[config.mk]
export PLATFORM = sky130hd
export DESIGN_NAME = trxs_exec
export DESIGN_NICKNAME = d
export VERILOG_FILES = /design/src/verilog/trxs_pkg.sv /design/src/verilog/trxs_exec.sv
export SDC_FILE = /design/constraint.sdc
export NUM_CORES = 1
export LEC_CHECK = 0
export BUFFER_PORTS_ARGS = -buffer_cell sky130_fd_sc_hd__buf_2
export CAP_MARGIN = 10
export CORE_UTILIZATION = 40
export CTS_BUF_LIST = sky130_fd_sc_hd__clkbuf_2
export CTS_CLUSTER_SIZE = 8
export DETAILED_ROUTE_END_ITERATION = 10
export GPL_TIMING_DRIVEN = 0
export SETUP_SLACK_MARGIN = 0.2
export SLEW_MARGIN = 20
export SYNTH_ARGS = -nofsm -noshare
export SYNTH_HDL_FRONTEND = slang
export SYNTH_SLANG_ARGS = --single-unit
export TNS_END_PERCENT = 50
[constraint.sdc]
create_clock -name aclk -period 2.7 [get_ports aclk]
set_clock_uncertainty 0.1 [all_clocks]
set_input_delay 0.405 -clock aclk [delete_from_list [all_inputs] [get_ports aclk]]
set_output_delay 0.405 -clock aclk [all_outputs]
set_load 0.01 [all_outputs]
[src/verilog/trxs_pkg.sv]
/*
  constants, types and register map for the table-read / xor / skip
  execution unit; assumes a byte-addressed axi4-lite master and
  synchronous program and data memories with one cycle of read latency.
*/
package trxs_pkg;

  // axi response codes
  localparam logic [1:0] RESP_OKAY   = 2'h0;
  localparam logic [1:0] RESP_SLVERR = 2'h2;

  // register byte offsets
  localparam logic [7:0] OFF_CTRL   = 8'h00;
  localparam logic [7:0] OFF_MADDR  = 8'h04;
  localparam logic [7:0] OFF_ACC    = 8'h08;
  localparam logic [7:0] OFF_TAB_LOW  = 8'h0c;
  localparam logic [7:0] OFF_TAB_PAGE = 8'h10;
  localparam logic [7:0] OFF_TAB_HIGH = 8'h14;
  localparam logic [7:0] OFF_STATUS   = 8'h18;
  // low address bits of an aligned word
  localparam logic [1:0] WORD_ALIGNED = 2'h0;

  // field positions
  localparam int unsigned CTRL_OP_LSB  = 0;
  localparam int unsigned CTRL_BIT_LSB = 4;
  localparam int unsigned CTRL_START   = 8;
  localparam int unsigned STAT_BUSY    = 0;
  localparam int unsigned STAT_Z       = 1;
  localparam int unsigned STAT_SKIP    = 2;
  localparam int unsigned STAT_CYC_LSB = 4;

  // the fixed last page of program memory
  localparam logic [7:0] LAST_PAGE = 8'hff;

  // reset values
  localparam logic [7:0]  BYTE_RST = 8'h00;
  localparam logic [15:0] WORD_RST = 16'h0000;
  localparam logic [31:0] BUS_RST  = 32'h0000_0000;

  // instruction cycle counts reported in status
  localparam logic [1:0] CYC_NONE = 2'h0;
  localparam logic [1:0] CYC_ONE  = 2'h1;
  localparam logic [1:0] CYC_TWO  = 2'h2;
  localparam logic [1:0] CYC_SKIP = 2'h3;

  // instructions of this group
  typedef enum logic [2:0] {
    OP_SKIP_ON_CLEAR_BIT   = 3'h0,
    OP_TABLE_READ_PAGED    = 3'h1,
    OP_TABLE_READ_FINAL    = 3'h2,
    OP_PREINC_READ_PAGED   = 3'h3,
    OP_PREINC_READ_FINAL   = 3'h4,
    OP_XOR_INTO_ACCUM      = 3'h5,
    OP_XOR_INTO_MEMORY     = 3'h6,
    OP_ILLEGAL             = 3'h7
  } trxs_op_t;

  // execution states
  typedef enum logic [2:0] {
    ST_IDLE    = 3'h0,
    ST_OPERAND = 3'h1,
    ST_EXEC    = 3'h2,
    ST_PWAIT   = 3'h3,
    ST_PDATA   = 3'h4
  } trxs_state_t;

endpackage : trxs_pkg

[src/verilog/trxs_exec.sv]
/*
  execution unit for the skip, table-read and xor instructions, with
  its accumulator, zero flag, table pointers and table-high latch,
  reached over an axi4-lite slave.
  assumes both memories return read data one clock after the address
  and run on aclk; writes strobe for one cycle.
*/
`timescale 1ns/1ps
module trxs_exec
  import trxs_pkg::*;
(
  // clock and reset
  input  wire logic        aclk,
  input  wire logic        aresetn,
  // axi4-lite write address
  input  wire logic        s_axi_awvalid,
  output logic             s_axi_awready,
  input  wire logic [7:0]  s_axi_awaddr,
  input  wire logic [2:0]  s_axi_awprot,
  // axi4-lite write data
  input  wire logic        s_axi_wvalid,
  output logic             s_axi_wready,
  input  wire logic [31:0] s_axi_wdata,
  input  wire logic [3:0]  s_axi_wstrb,
  // axi4-lite write response
  output logic             s_axi_bvalid,
  input  wire logic        s_axi_bready,
  output logic [1:0]       s_axi_bresp,
  // axi4-lite read address
  input  wire logic        s_axi_arvalid,
  output logic             s_axi_arready,
  input  wire logic [7:0]  s_axi_araddr,
  input  wire logic [2:0]  s_axi_arprot,
  // axi4-lite read data
  output logic             s_axi_rvalid,
  input  wire logic        s_axi_rready,
  output logic [31:0]      s_axi_rdata,
  output logic [1:0]       s_axi_rresp,
  // data memory
  output logic [7:0]       dmem_addr,
  input  wire logic [7:0]  dmem_rdata,
  output logic [7:0]       dmem_wdata,
  output logic             dmem_we,
  // program memory
  output logic [15:0]      pmem_addr,
  input  wire logic [15:0] pmem_rdata,
  // core side status
  output logic             skip_next,
  output logic             zero_flag,
  output logic             busy
);

  // bus slave state
  logic        aw_held_ff, nxt_aw_held;
  logic        w_held_ff,  nxt_w_held;
  logic [7:0]  awaddr_ff,  nxt_awaddr;
  logic [31:0] wdata_ff,   nxt_wdata;
  logic [3:0]  wstrb_ff,   nxt_wstrb;
  logic        bvalid_ff,  nxt_bvalid;
  logic [1:0]  bresp_ff,   nxt_bresp;
  logic        rvalid_ff,  nxt_rvalid;
  logic [31:0] rdata_ff,   nxt_rdata;
  logic [1:0]  rresp_ff,   nxt_rresp;

  // core state
  trxs_state_t state_ff,   nxt_state;
  trxs_op_t    op_ff,      nxt_op;
  logic [2:0]  bitsel_ff,  nxt_bitsel;
  logic [7:0]  maddr_ff,   nxt_maddr;
  logic [7:0]  acc_ff,     nxt_acc;
  logic [7:0]  table_low_pointer_ff,  nxt_table_low_pointer;
  logic [7:0]  table_page_pointer_ff, nxt_table_page_pointer;
  logic [7:0]  table_high_latch_ff,   nxt_table_high_latch;
  logic        z_ff,       nxt_z;
  logic        skipped_ff, nxt_skipped;
  logic [1:0]  cycles_ff,  nxt_cycles;
  logic        skip_ff,    nxt_skip;
  logic [7:0]  daddr_ff,   nxt_daddr;
  logic [7:0]  dwdata_ff,  nxt_dwdata;
  logic        dwe_ff,     nxt_dwe;
  logic [15:0] paddr_ff,   nxt_paddr;

  // shared between the two groups
  logic        bus_wr;
  logic [31:0] ctrl_word;
  logic [31:0] status_word;
  logic [31:0] rd_mux;
  logic        rd_hit;
  logic        wr_hit;
  logic [31:0] ctrl_merged;
  trxs_op_t    wr_op;
  logic [7:0]  xor_res;
  logic [7:0]  ptr_low;
  logic [7:0]  ptr_page;

  // a write lands once both halves are held and no response is pending
  assign bus_wr        = aw_held_ff & w_held_ff & ~bvalid_ff;
  assign s_axi_awready = ~aw_held_ff & ~bvalid_ff;
  assign s_axi_wready  = ~w_held_ff & ~bvalid_ff;
  assign s_axi_bvalid  = bvalid_ff;
  assign s_axi_bresp   = bresp_ff;
  assign s_axi_arready = ~rvalid_ff;
  assign s_axi_rvalid  = rvalid_ff;
  assign s_axi_rdata   = rdata_ff;
  assign s_axi_rresp   = rresp_ff;

  // readable views of control and status
  assign ctrl_word   = {23'h000000, 1'b0, 1'b0, bitsel_ff, 1'b0, op_ff};
  assign status_word = {26'h0000000, cycles_ff, 1'b0, skipped_ff, z_ff, busy};
  assign ctrl_merged = {ctrl_word[31:16],
                        (wstrb_ff[1] ? wdata_ff[15:8] : ctrl_word[15:8]),
                        (wstrb_ff[0] ? wdata_ff[7:0] : ctrl_word[7:0])};
  assign wr_op       = trxs_op_t'(ctrl_merged[CTRL_OP_LSB +: 3]);

  // mapped words are the aligned ones from control up to status
  assign rd_hit = (s_axi_araddr <= OFF_STATUS) &&
                  (s_axi_araddr[1:0] == WORD_ALIGNED);
  // read-only words answer okay and drop the write
  assign wr_hit = (awaddr_ff <= OFF_STATUS) &&
                  (awaddr_ff[1:0] == WORD_ALIGNED);

  // register read decode
  always_comb begin
    unique case (s_axi_araddr)
      OFF_CTRL:     rd_mux = ctrl_word;
      OFF_MADDR:    rd_mux = {24'h000000, maddr_ff};
      OFF_ACC:      rd_mux = {24'h000000, acc_ff};
      OFF_TAB_LOW:  rd_mux = {24'h000000, table_low_pointer_ff};
      OFF_TAB_PAGE: rd_mux = {24'h000000, table_page_pointer_ff};
      OFF_TAB_HIGH: rd_mux = {24'h000000, table_high_latch_ff};
      OFF_STATUS:   rd_mux = status_word;
      default:      rd_mux = BUS_RST;
    endcase
  end

  // axi slave channels, address and data taken in either order
  always_comb begin
    nxt_aw_held = aw_held_ff;
    nxt_w_held  = w_held_ff;
    nxt_awaddr  = awaddr_ff;
    nxt_wdata   = wdata_ff;
    nxt_wstrb   = wstrb_ff;
    nxt_bvalid  = bvalid_ff;
    nxt_bresp   = bresp_ff;
    nxt_rvalid  = rvalid_ff;
    nxt_rdata   = rdata_ff;
    nxt_rresp   = rresp_ff;
    if (s_axi_awvalid && s_axi_awready) begin
      nxt_aw_held = 1'b1;
      nxt_awaddr  = s_axi_awaddr;
    end
    if (s_axi_wvalid && s_axi_wready) begin
      nxt_w_held = 1'b1;
      nxt_wdata  = s_axi_wdata;
      nxt_wstrb  = s_axi_wstrb;
    end
    if (bus_wr) begin
      nxt_aw_held = 1'b0;
      nxt_w_held  = 1'b0;
      nxt_bvalid  = 1'b1;
      nxt_bresp   = wr_hit ? RESP_OKAY : RESP_SLVERR;
    end
    if (bvalid_ff && s_axi_bready) begin
      nxt_bvalid = 1'b0;
    end
    if (s_axi_arvalid && s_axi_arready) begin
      nxt_rvalid = 1'b1;
      nxt_rdata  = rd_mux;
      nxt_rresp  = rd_hit ? RESP_OKAY : RESP_SLVERR;
    end else if (rvalid_ff && s_axi_rready) begin
      nxt_rvalid = 1'b0;
    end
  end

  always_ff @(posedge aclk) begin
    if (!aresetn) begin
      aw_held_ff <= 1'b0;
      w_held_ff  <= 1'b0;
      awaddr_ff  <= BYTE_RST;
      wdata_ff   <= BUS_RST;
      wstrb_ff   <= 4'h0;
      bvalid_ff  <= 1'b0;
      bresp_ff   <= RESP_OKAY;
      rvalid_ff  <= 1'b0;
      rdata_ff   <= BUS_RST;
      rresp_ff   <= RESP_OKAY;
    end else begin
      aw_held_ff <= nxt_aw_held;
      w_held_ff  <= nxt_w_held;
      awaddr_ff  <= nxt_awaddr;
      wdata_ff   <= nxt_wdata;
      wstrb_ff   <= nxt_wstrb;
      bvalid_ff  <= nxt_bvalid;
      bresp_ff   <= nxt_bresp;
      rvalid_ff  <= nxt_rvalid;
      rdata_ff   <= nxt_rdata;
      rresp_ff   <= nxt_rresp;
    end
  end

  // operand datapath
  assign xor_res  = acc_ff ^ dmem_rdata;
  // pre-increment wraps in eight bits, page never carried into
  assign ptr_low  = (wr_op == OP_PREINC_READ_PAGED ||
                     wr_op == OP_PREINC_READ_FINAL) ?
                    table_low_pointer_ff + 8'h01 : table_low_pointer_ff;
  assign ptr_page = (wr_op == OP_TABLE_READ_FINAL ||
                     wr_op == OP_PREINC_READ_FINAL) ?
                    LAST_PAGE : table_page_pointer_ff;

  // register writes, start, and the execution sequence
  always_comb begin
    nxt_state   = state_ff;
    nxt_op      = op_ff;
    nxt_bitsel  = bitsel_ff;
    nxt_maddr   = maddr_ff;
    nxt_acc     = acc_ff;
    nxt_table_low_pointer  = table_low_pointer_ff;
    nxt_table_page_pointer = table_page_pointer_ff;
    nxt_table_high_latch   = table_high_latch_ff;
    nxt_z       = z_ff;
    nxt_skipped = skipped_ff;
    nxt_cycles  = cycles_ff;
    nxt_skip    = 1'b0;
    nxt_daddr   = daddr_ff;
    nxt_dwdata  = dwdata_ff;
    nxt_dwe     = 1'b0;
    nxt_paddr   = paddr_ff;
    unique case (state_ff)
      ST_IDLE: begin
        // writes while busy are dropped so state cannot tear mid-op
        // byte registers sit in lane 0 only
        if (bus_wr && wstrb_ff[0]) begin
          unique case (awaddr_ff)
            OFF_MADDR:    nxt_maddr              = wdata_ff[7:0];
            OFF_ACC:      nxt_acc                = wdata_ff[7:0];
            OFF_TAB_LOW:  nxt_table_low_pointer  = wdata_ff[7:0];
            OFF_TAB_PAGE: nxt_table_page_pointer = wdata_ff[7:0];
            default: ;
          endcase
        end
        if (bus_wr && awaddr_ff == OFF_CTRL) begin
          nxt_op     = wr_op;
          nxt_bitsel = ctrl_merged[CTRL_BIT_LSB +: 3];
        end
        if (bus_wr && awaddr_ff == OFF_CTRL && ctrl_merged[CTRL_START] &&
            wr_op != OP_ILLEGAL) begin
          nxt_skipped = 1'b0;
          nxt_cycles  = CYC_NONE;
          nxt_daddr   = maddr_ff;
          unique case (wr_op)
            OP_TABLE_READ_PAGED, OP_TABLE_READ_FINAL,
            OP_PREINC_READ_PAGED, OP_PREINC_READ_FINAL: begin
              nxt_table_low_pointer = ptr_low;
              nxt_paddr = {ptr_page, ptr_low};
              nxt_state = ST_PWAIT;
            end
            default: nxt_state = ST_OPERAND;
          endcase
        end
      end
      ST_OPERAND: nxt_state = ST_EXEC;
      ST_EXEC: begin
        nxt_state = ST_IDLE;
        nxt_cycles = CYC_ONE;
        unique case (op_ff)
          OP_SKIP_ON_CLEAR_BIT: begin
            // set bit: fall through, nothing written, flags kept
            if (!dmem_rdata[bitsel_ff]) begin
              nxt_skip    = 1'b1;
              nxt_skipped = 1'b1;
              nxt_cycles  = CYC_SKIP;
            end
          end
          OP_XOR_INTO_ACCUM: begin
            nxt_acc = xor_res;
            nxt_z   = (xor_res == BYTE_RST);
          end
          OP_XOR_INTO_MEMORY: begin
            nxt_dwdata = xor_res;
            nxt_dwe    = 1'b1;
            nxt_z      = (xor_res == BYTE_RST);
          end
          default: ;
        endcase
      end
      ST_PWAIT: nxt_state = ST_PDATA;
      ST_PDATA: begin
        // table reads leave the zero flag alone
        nxt_dwdata = pmem_rdata[7:0];
        nxt_table_high_latch = pmem_rdata[15:8];
        nxt_dwe    = 1'b1;
        nxt_cycles = CYC_TWO;
        nxt_state  = ST_IDLE;
      end
      default: nxt_state = ST_IDLE;
    endcase
  end

  always_ff @(posedge aclk) begin
    if (!aresetn) begin
      state_ff   <= ST_IDLE;
      op_ff      <= OP_SKIP_ON_CLEAR_BIT;
      bitsel_ff  <= 3'h0;
      maddr_ff   <= BYTE_RST;
      acc_ff     <= BYTE_RST;
      table_low_pointer_ff  <= BYTE_RST;
      table_page_pointer_ff <= BYTE_RST;
      table_high_latch_ff   <= BYTE_RST;
      z_ff       <= 1'b0;
      skipped_ff <= 1'b0;
      cycles_ff  <= CYC_NONE;
      skip_ff    <= 1'b0;
      daddr_ff   <= BYTE_RST;
      dwdata_ff  <= BYTE_RST;
      dwe_ff     <= 1'b0;
      paddr_ff   <= WORD_RST;
    end else begin
      state_ff   <= nxt_state;
      op_ff      <= nxt_op;
      bitsel_ff  <= nxt_bitsel;
      maddr_ff   <= nxt_maddr;
      acc_ff     <= nxt_acc;
      table_low_pointer_ff  <= nxt_table_low_pointer;
      table_page_pointer_ff <= nxt_table_page_pointer;
      table_high_latch_ff   <= nxt_table_high_latch;
      z_ff       <= nxt_z;
      skipped_ff <= nxt_skipped;
      cycles_ff  <= nxt_cycles;
      skip_ff    <= nxt_skip;
      daddr_ff   <= nxt_daddr;
      dwdata_ff  <= nxt_dwdata;
      dwe_ff     <= nxt_dwe;
      paddr_ff   <= nxt_paddr;
    end
  end

  // memory and status outputs from flops, busy decoded from the state
  assign dmem_addr  = daddr_ff;
  assign dmem_wdata = dwdata_ff;
  assign dmem_we    = dwe_ff;
  assign pmem_addr  = paddr_ff;
  assign skip_next  = skip_ff;
  assign zero_flag  = z_ff;
  assign busy       = (state_ff != ST_IDLE);

endmodule : trxs_exec

# --- Yosys cells after proc, flatten, opt, wreduce, memory -nomap -nowiden ---
# Cells that the tools add are included.
op_classes:
  n_addsub: 1
  n_eq_ne: 28
  muxes: 35
  n_bitwise: 10
  reduce_logical: 41
  order_cmp: 3
ops:
  columns: ["op", "count"]
  rows:
  - ["$mux W8", 10]
  - ["$pmux W8 S7", 1]
  - ["$eq A8 B4 Y1 const B", 4]
  - ["$eq A8 B5 Y1 const B", 4]
  - ["$pmux W8 S2", 2]
  - ["$logic_not A8 Y1", 3]
  - ["$eq A8 B3 Y1 const B", 2]
  - ["$le A8 B5 Y1 const B", 2]
  - ["$reduce_and A3 Y1", 5]
  - ["$eq A3 B2 Y1 const B", 4]
  - ["$eq A3 B3 Y1 const B", 4]
  - ["$mux W2", 6]
  - ["$logic_and A1 B1 Y1", 11]
  - ["$reduce_and A2 Y1", 5]
  - ["$mux W1", 9]
  - ["$pmux W3 S3", 1]
  - ["$add A8 B1 Y8 const B", 1]
  - ["$ne A2 B2 Y1 const B", 4]
  - ["$reduce_and A4 Y1", 2]
  - ["$xor A8 B8 Y8", 1]
  - ["$eq A3 B1 Y1 const B", 2]
  - ["$logic_not A3 Y1", 2]
  - ["$mux W3", 2]
  - ["$ne A2 B1 Y1 const B", 3]
  - ["13 further kinds", 28]
word_totals:
  ff_bits: 146
  wordCells: 144
  in_bits: 89
  output_inout_bits: 77

# --- Logic depth before layout (Yosys ltp) ---
logic_depth:
  depth_word: 7
  depth_mapped: 9
  mapped_depth_nobuf: 7

# --- Worst setup path after synthesis ---
# Ideal clock, no wire load.
synth_timing:
  path_kind: "flip-flop to flip-flop"
  start: "register state_ff[2]"
  end: "register table_page_pointer_ff[4]"
  setup_time_ns: 0.128
  path_stages_with_launch: 10
  period_less_slack_ns: 1.933
  arrival_ns: 1.705
  n_path_buf: 2
  required_time_ns: 2.472
  setup_slack_ns: 0.767
  path_cell_list: "dfxtp_1 buf_6 nor3_4 inv_2 nor2_2 nand4_2 nor3b_2 buf_6 mux2i_1 nor2_1"
synth_via:
  elab_chain_len: 2
synth_lines:
  columns: ["element", "line", "source"]
  rows:
  - ["start, declared", "trxs_exec.sv:66", "trxs_state_t state_ff, nxt_state;"]
  - ["start signal, assigned", "trxs_exec.sv:319", "state_ff <= nxt_state;"]
  - ["$logic_not A3 Y1", "trxs_exec.sv:229", "unique case (state_ff)"]
  - ["$reduce_and A3 Y1 (no source line)", null, null]
  - ["end signal, assigned", "trxs_exec.sv:325", "table_page_pointer_ff <= nxt_table_page_pointer;"]
  - ["end, declared", "trxs_exec.sv:72", "logic [7:0] table_page_pointer_ff, nxt_table_page_pointer;"]
# Every way passes these cells.
# A chain may end at the register's enable or synchronous reset.

# --- Final worst setup path ---
layout_timing:
  start: "register state_ff[1]"
  end: "output busy"
layout_via:
  elab_chain_len: 1
layout_lines:
  columns: ["element", "line", "source"]
  rows:
  - ["$reduce_bool A3 Y1", "trxs_exec.sv:345", "assign busy = (state_ff != ST_IDLE);"]
  - ["end, declared", "trxs_exec.sv:50", "output logic busy"]
# Every way passes these cells.

==> reports/qor.csv <==
stage;metric;value;unit
layout;Syn-to-layout area delta;27.3;%
synth;Yosys warnings;0;
sta;Slew HR;52.4;%
sta;Sum Neg Setup Slack;0;ns
worst_setup_path;critical path capture point type;output port;
pwr;PD cells;480;mW/mm^2
clocking;CTS Buf Count;17;
die;CORE AREA;0.0145;mm^2
run;MaxCap Viol Count;0;
pwr;switching share of power;26.2;%
synth;Post-synth EDFFs;0;
pwr;Tot Pwr;0.00361;W
clocking;clk slew on worst S/H paths;0.19;ns
worst_setup_path;max incr delay on CP;0.34;ns
clocking;H-Tree Depth;4;
global_route;first-pass GRT wire length;27.0;mm
placed_design;port bufs;106;
pwr;switching pwr;0.000944;W
worst_setup_path;kind of cell adding the most delay to the critical path;buffers and inverters;
placed_design;gp weighted congestion;0.883;
layout;register area;0.00240;mm^2
placed_design;dpl cells;992;
synth;Synth area leader;dfxtp_1;
clocking;CTS tree;yes;
synth;Post-Syn Area;0.00590;mm^2
synth;FFs w/ async S/R, synth;0;%
global_route;antenna violations before repair;0;
worst_setup_path;CP max FO;10;
layout;Final #Nets;964;
die;Die Ht;123;um
die;I/O pin count;166;
global_route;total grt overflow;0;
sta;Worst Tran Pin Value;0.713;ns
placed_design;hpwl dp;13.1;mm
synth;area fraction of the dominant cell type after synthesis;40.7;%
detailed_routing;first drt pass iteration count;5;
pwr;leak pwr;3.14;nW
worst_hold_path;worst min path class;in2reg;
pwr;Reg power frac;50.9;%
worst_setup_path;Crit path top cell by count;buf_2;
pwr;Comb power frac;10.6;%
synth;Yosys cell types;67;
sta;Setup-failing EPs final;0;
clocking;Post-CTS Resized;0;
clocking;Root Driver;clkbuf_2;
detailed_routing;WL final;17.9;mm
layout;Finished Layout Cells;1070;
detailed_routing;DRT antenna net count;0;
sta;WHS;0.0885;ns
layout;layout cells sized above 1;25.7;%
global_route;pin count of the biggest net entering global routing;17;
synth;Synth Register Bits;120;
detailed_routing;Starting DRT DRC Count;442;
clocking;CTS Buffer Depth;2;
pwr;P_int;0.00266;W
layout;Filler cells;1418;
layout;footprint of the multi-input gates;0.00314;mm^2
sta;Fin. Hold Viols;0;
die;Initial Utilization;40.8;%
worst_setup_path;startpoint types;flop;
clocking;clock tree sinks;120;
layout;most frequent cells in the layout;dfxtp_1 (120), buf_2 (115), nand2_1 (103);
layout;Antenna Diode Count;0;
pwr;Clk pwr share;38.5;%
worst_setup_path;Crit path required time;2.19;ns
sta;FMAX;436;MHz
synth;Mapped Cells;677;
global_route;vias in the first global route;5160;
worst_setup_path;crit path cell chain;buf_2 > nor3_4 > inv_2 > buf_2;
detailed_routing;post-DR wirelength/cell;16.8;um
worst_setup_path;CP max stage cell;dfxtp_1;
clocking;Clock Latency Late Sink;0.73;ns
detailed_routing;Vias/cell;5.29;
die;row count;44;
synth;Synth Flop Type;dfxtp_1;
sta;RSZ-0062 raised after global routing;false;
sta;Final Cycle Share;85.0;%
synth;top cells by area, synth;dfxtp_1 (41%), mux2i_1 (9.3%), nand2_1 (6.6%), nor2_1 (5.4%), a21oi_1 (4.3%);
synth;Synth Area per Inst;8.72;um^2
sta;Final Max Tran Viols;0;
layout;leading cell type in the layout, fill and taps excluded;dfxtp_1;
sta;fin crit period;2.30;ns
pwr;VDD IR-drop max;0.257;mV
global_route;GRT Util Overall;24.2;%
detailed_routing;Via Count;5659;
worst_setup_path;CP bufs+invs;3;
synth;register area share after synthesis;40.7;%
worst_setup_path;Worst EP arrival;1.79;ns
status;status;finished, final reports clean;
detailed_routing;DRC viols;0;
die;die width;123;um
die;total die area;0.0152;mm^2
worst_setup_path;kind of critical path;reg2out;
metal layers:
layer / vias to the layer above / global-route usage [%] / part of all wire, %
li1: 2721 / - / -
met1: 2675 / 31.0 / 44
met2: 228 / 38.8 / 47
met3: 35 / 6.32 / 6.5
met4: 0 / 9.34 / 2.6
met5: - / 0 / 0
Yosys cell counts (2+ instances only):
master and n:
buf_4 32, nand4_1 4, inv_1 10, o31ai_1 3, nor2_2 2, buf_2 9
and2_1 2, or2_2 2, o221a_2 9, nor2_1 85, nand2b_1 2, nand2_1 103
xnor2_1 7, o22ai_1 2, nand3_1 8, mux2i_1 55, a211oi_4 2, mux4_2 7
xor2_1 8, a22oi_1 9, a21oi_1 51, nor3b_2 2, dfxtp_1 120, nor4b_4 2
mux2_2 4, nand4_2 2, inv_2 3, nor3_1 10, nand4b_1 3, nand3b_1 2
and4_1 3, and3b_1 2, or4_1 2, o21ai_0 30, buf_6 3, a211oi_1 7
a31oi_1 10, nor2b_1 3, o32ai_1 4, clkbuf_1 23, or3_1 4
stage by stage:
stage	area [um^2]	util (%)	setup WS, ns
2_1_floorplan	6000	-	0.767
3_3_place_gp	6760	46.7	0.355
3_5_place_dp	6760	46.7	0.350
4_1_cts	7520	51.9	0.350
5_1_grt	7520	51.9	0.201
6_report	7520	51.9	0.404
area by class of cell:
class,instances,share of cell area [%]
multi-input cells,502,41.8
flip-flops and latches,120,32.0
repair buffers,153,13.3
plain buffers,67,5.39
well taps,184,3.06
clock inverters,14,2.75
clock buffers,17,1.13
inverters,13,0.649
path summary, 6_finish.rpt:
check	depth (start not counted)	to	slack (ns)	startpoint
max	4	busy	0.40	state_ff[1]
min	3	table_low_pointer_ff[5]	0.09	aresetn
max reg2reg	8	dmem_wdata[2]	0.41	state_ff[1]
min reg2reg	2	table_high_latch_ff[4]	0.37	table_high_latch_ff[4]
what timing repair did:
item	in CTS	in global routing
hold endpoints to repair	44	0
setup buffers	1	0
hold buffers	46	0
endpoints found under the setup margin	1	0
power by group through the flow:
stage,registers (W),clock network [W],logic [W]
after floorplan,0.00186,0,0.000213
after global placement,0.00187,0,0.000317
after detailed placement,0.00187,0,0.000323
after CTS,0.00184,0.00142,0.000376
after global routing,0.00184,0.00150,0.000421
final,0.00184,0.00139,0.000381
registers in the layout, indices dropped and copies added (netlist names), 2 cells and up:
| signal | cells |
|---|---|
| bitsel_ff | 3 |
| table_high_latch_ff | 8 |
| wstrb_ff | 2 |
| op_ff | 3 |
| table_page_pointer_ff | 8 |
| state_ff | 3 |
| cycles_ff | 2 |
| pmem_addr | 16 |
| table_low_pointer_ff | 8 |
| maddr_ff | 8 |
| wdata_ff | 9 |
| dmem_addr | 8 |
| awaddr_ff | 8 |
| dmem_wdata | 8 |
| s_axi_rdata | 8 |
| acc_ff | 8 |
worst register-to-register path, cell delays in order (launching register included):
cell      delay (ns)
dfxtp_1         0.35
buf_2           0.21
nor3b_1         0.57
nand4b_1        0.26
buf_2           0.27
mux2i_1         0.18
nor2_1          0.06
a21oi_1         0.12
nor2_1          0.06
logic make-up after synthesis:
| kind of cell | after synthesis | share of synthesized area, % |
|---|---|---|
| xor gates and xnor gates | 15 | 2.23 |
| other | 1 | 0.0635 |
| DFF | 120 | 40.7 |
| adders and majority gates | 1 | 0.212 |
| AOI/OAI and AO/OA | 139 | 15.6 |
| buffers and inverters | 80 | 7.70 |
| and+or+nand+nor | 255 | 20.7 |
| muxes | 66 | 12.8 |
(Power assumes the default switching activity.)
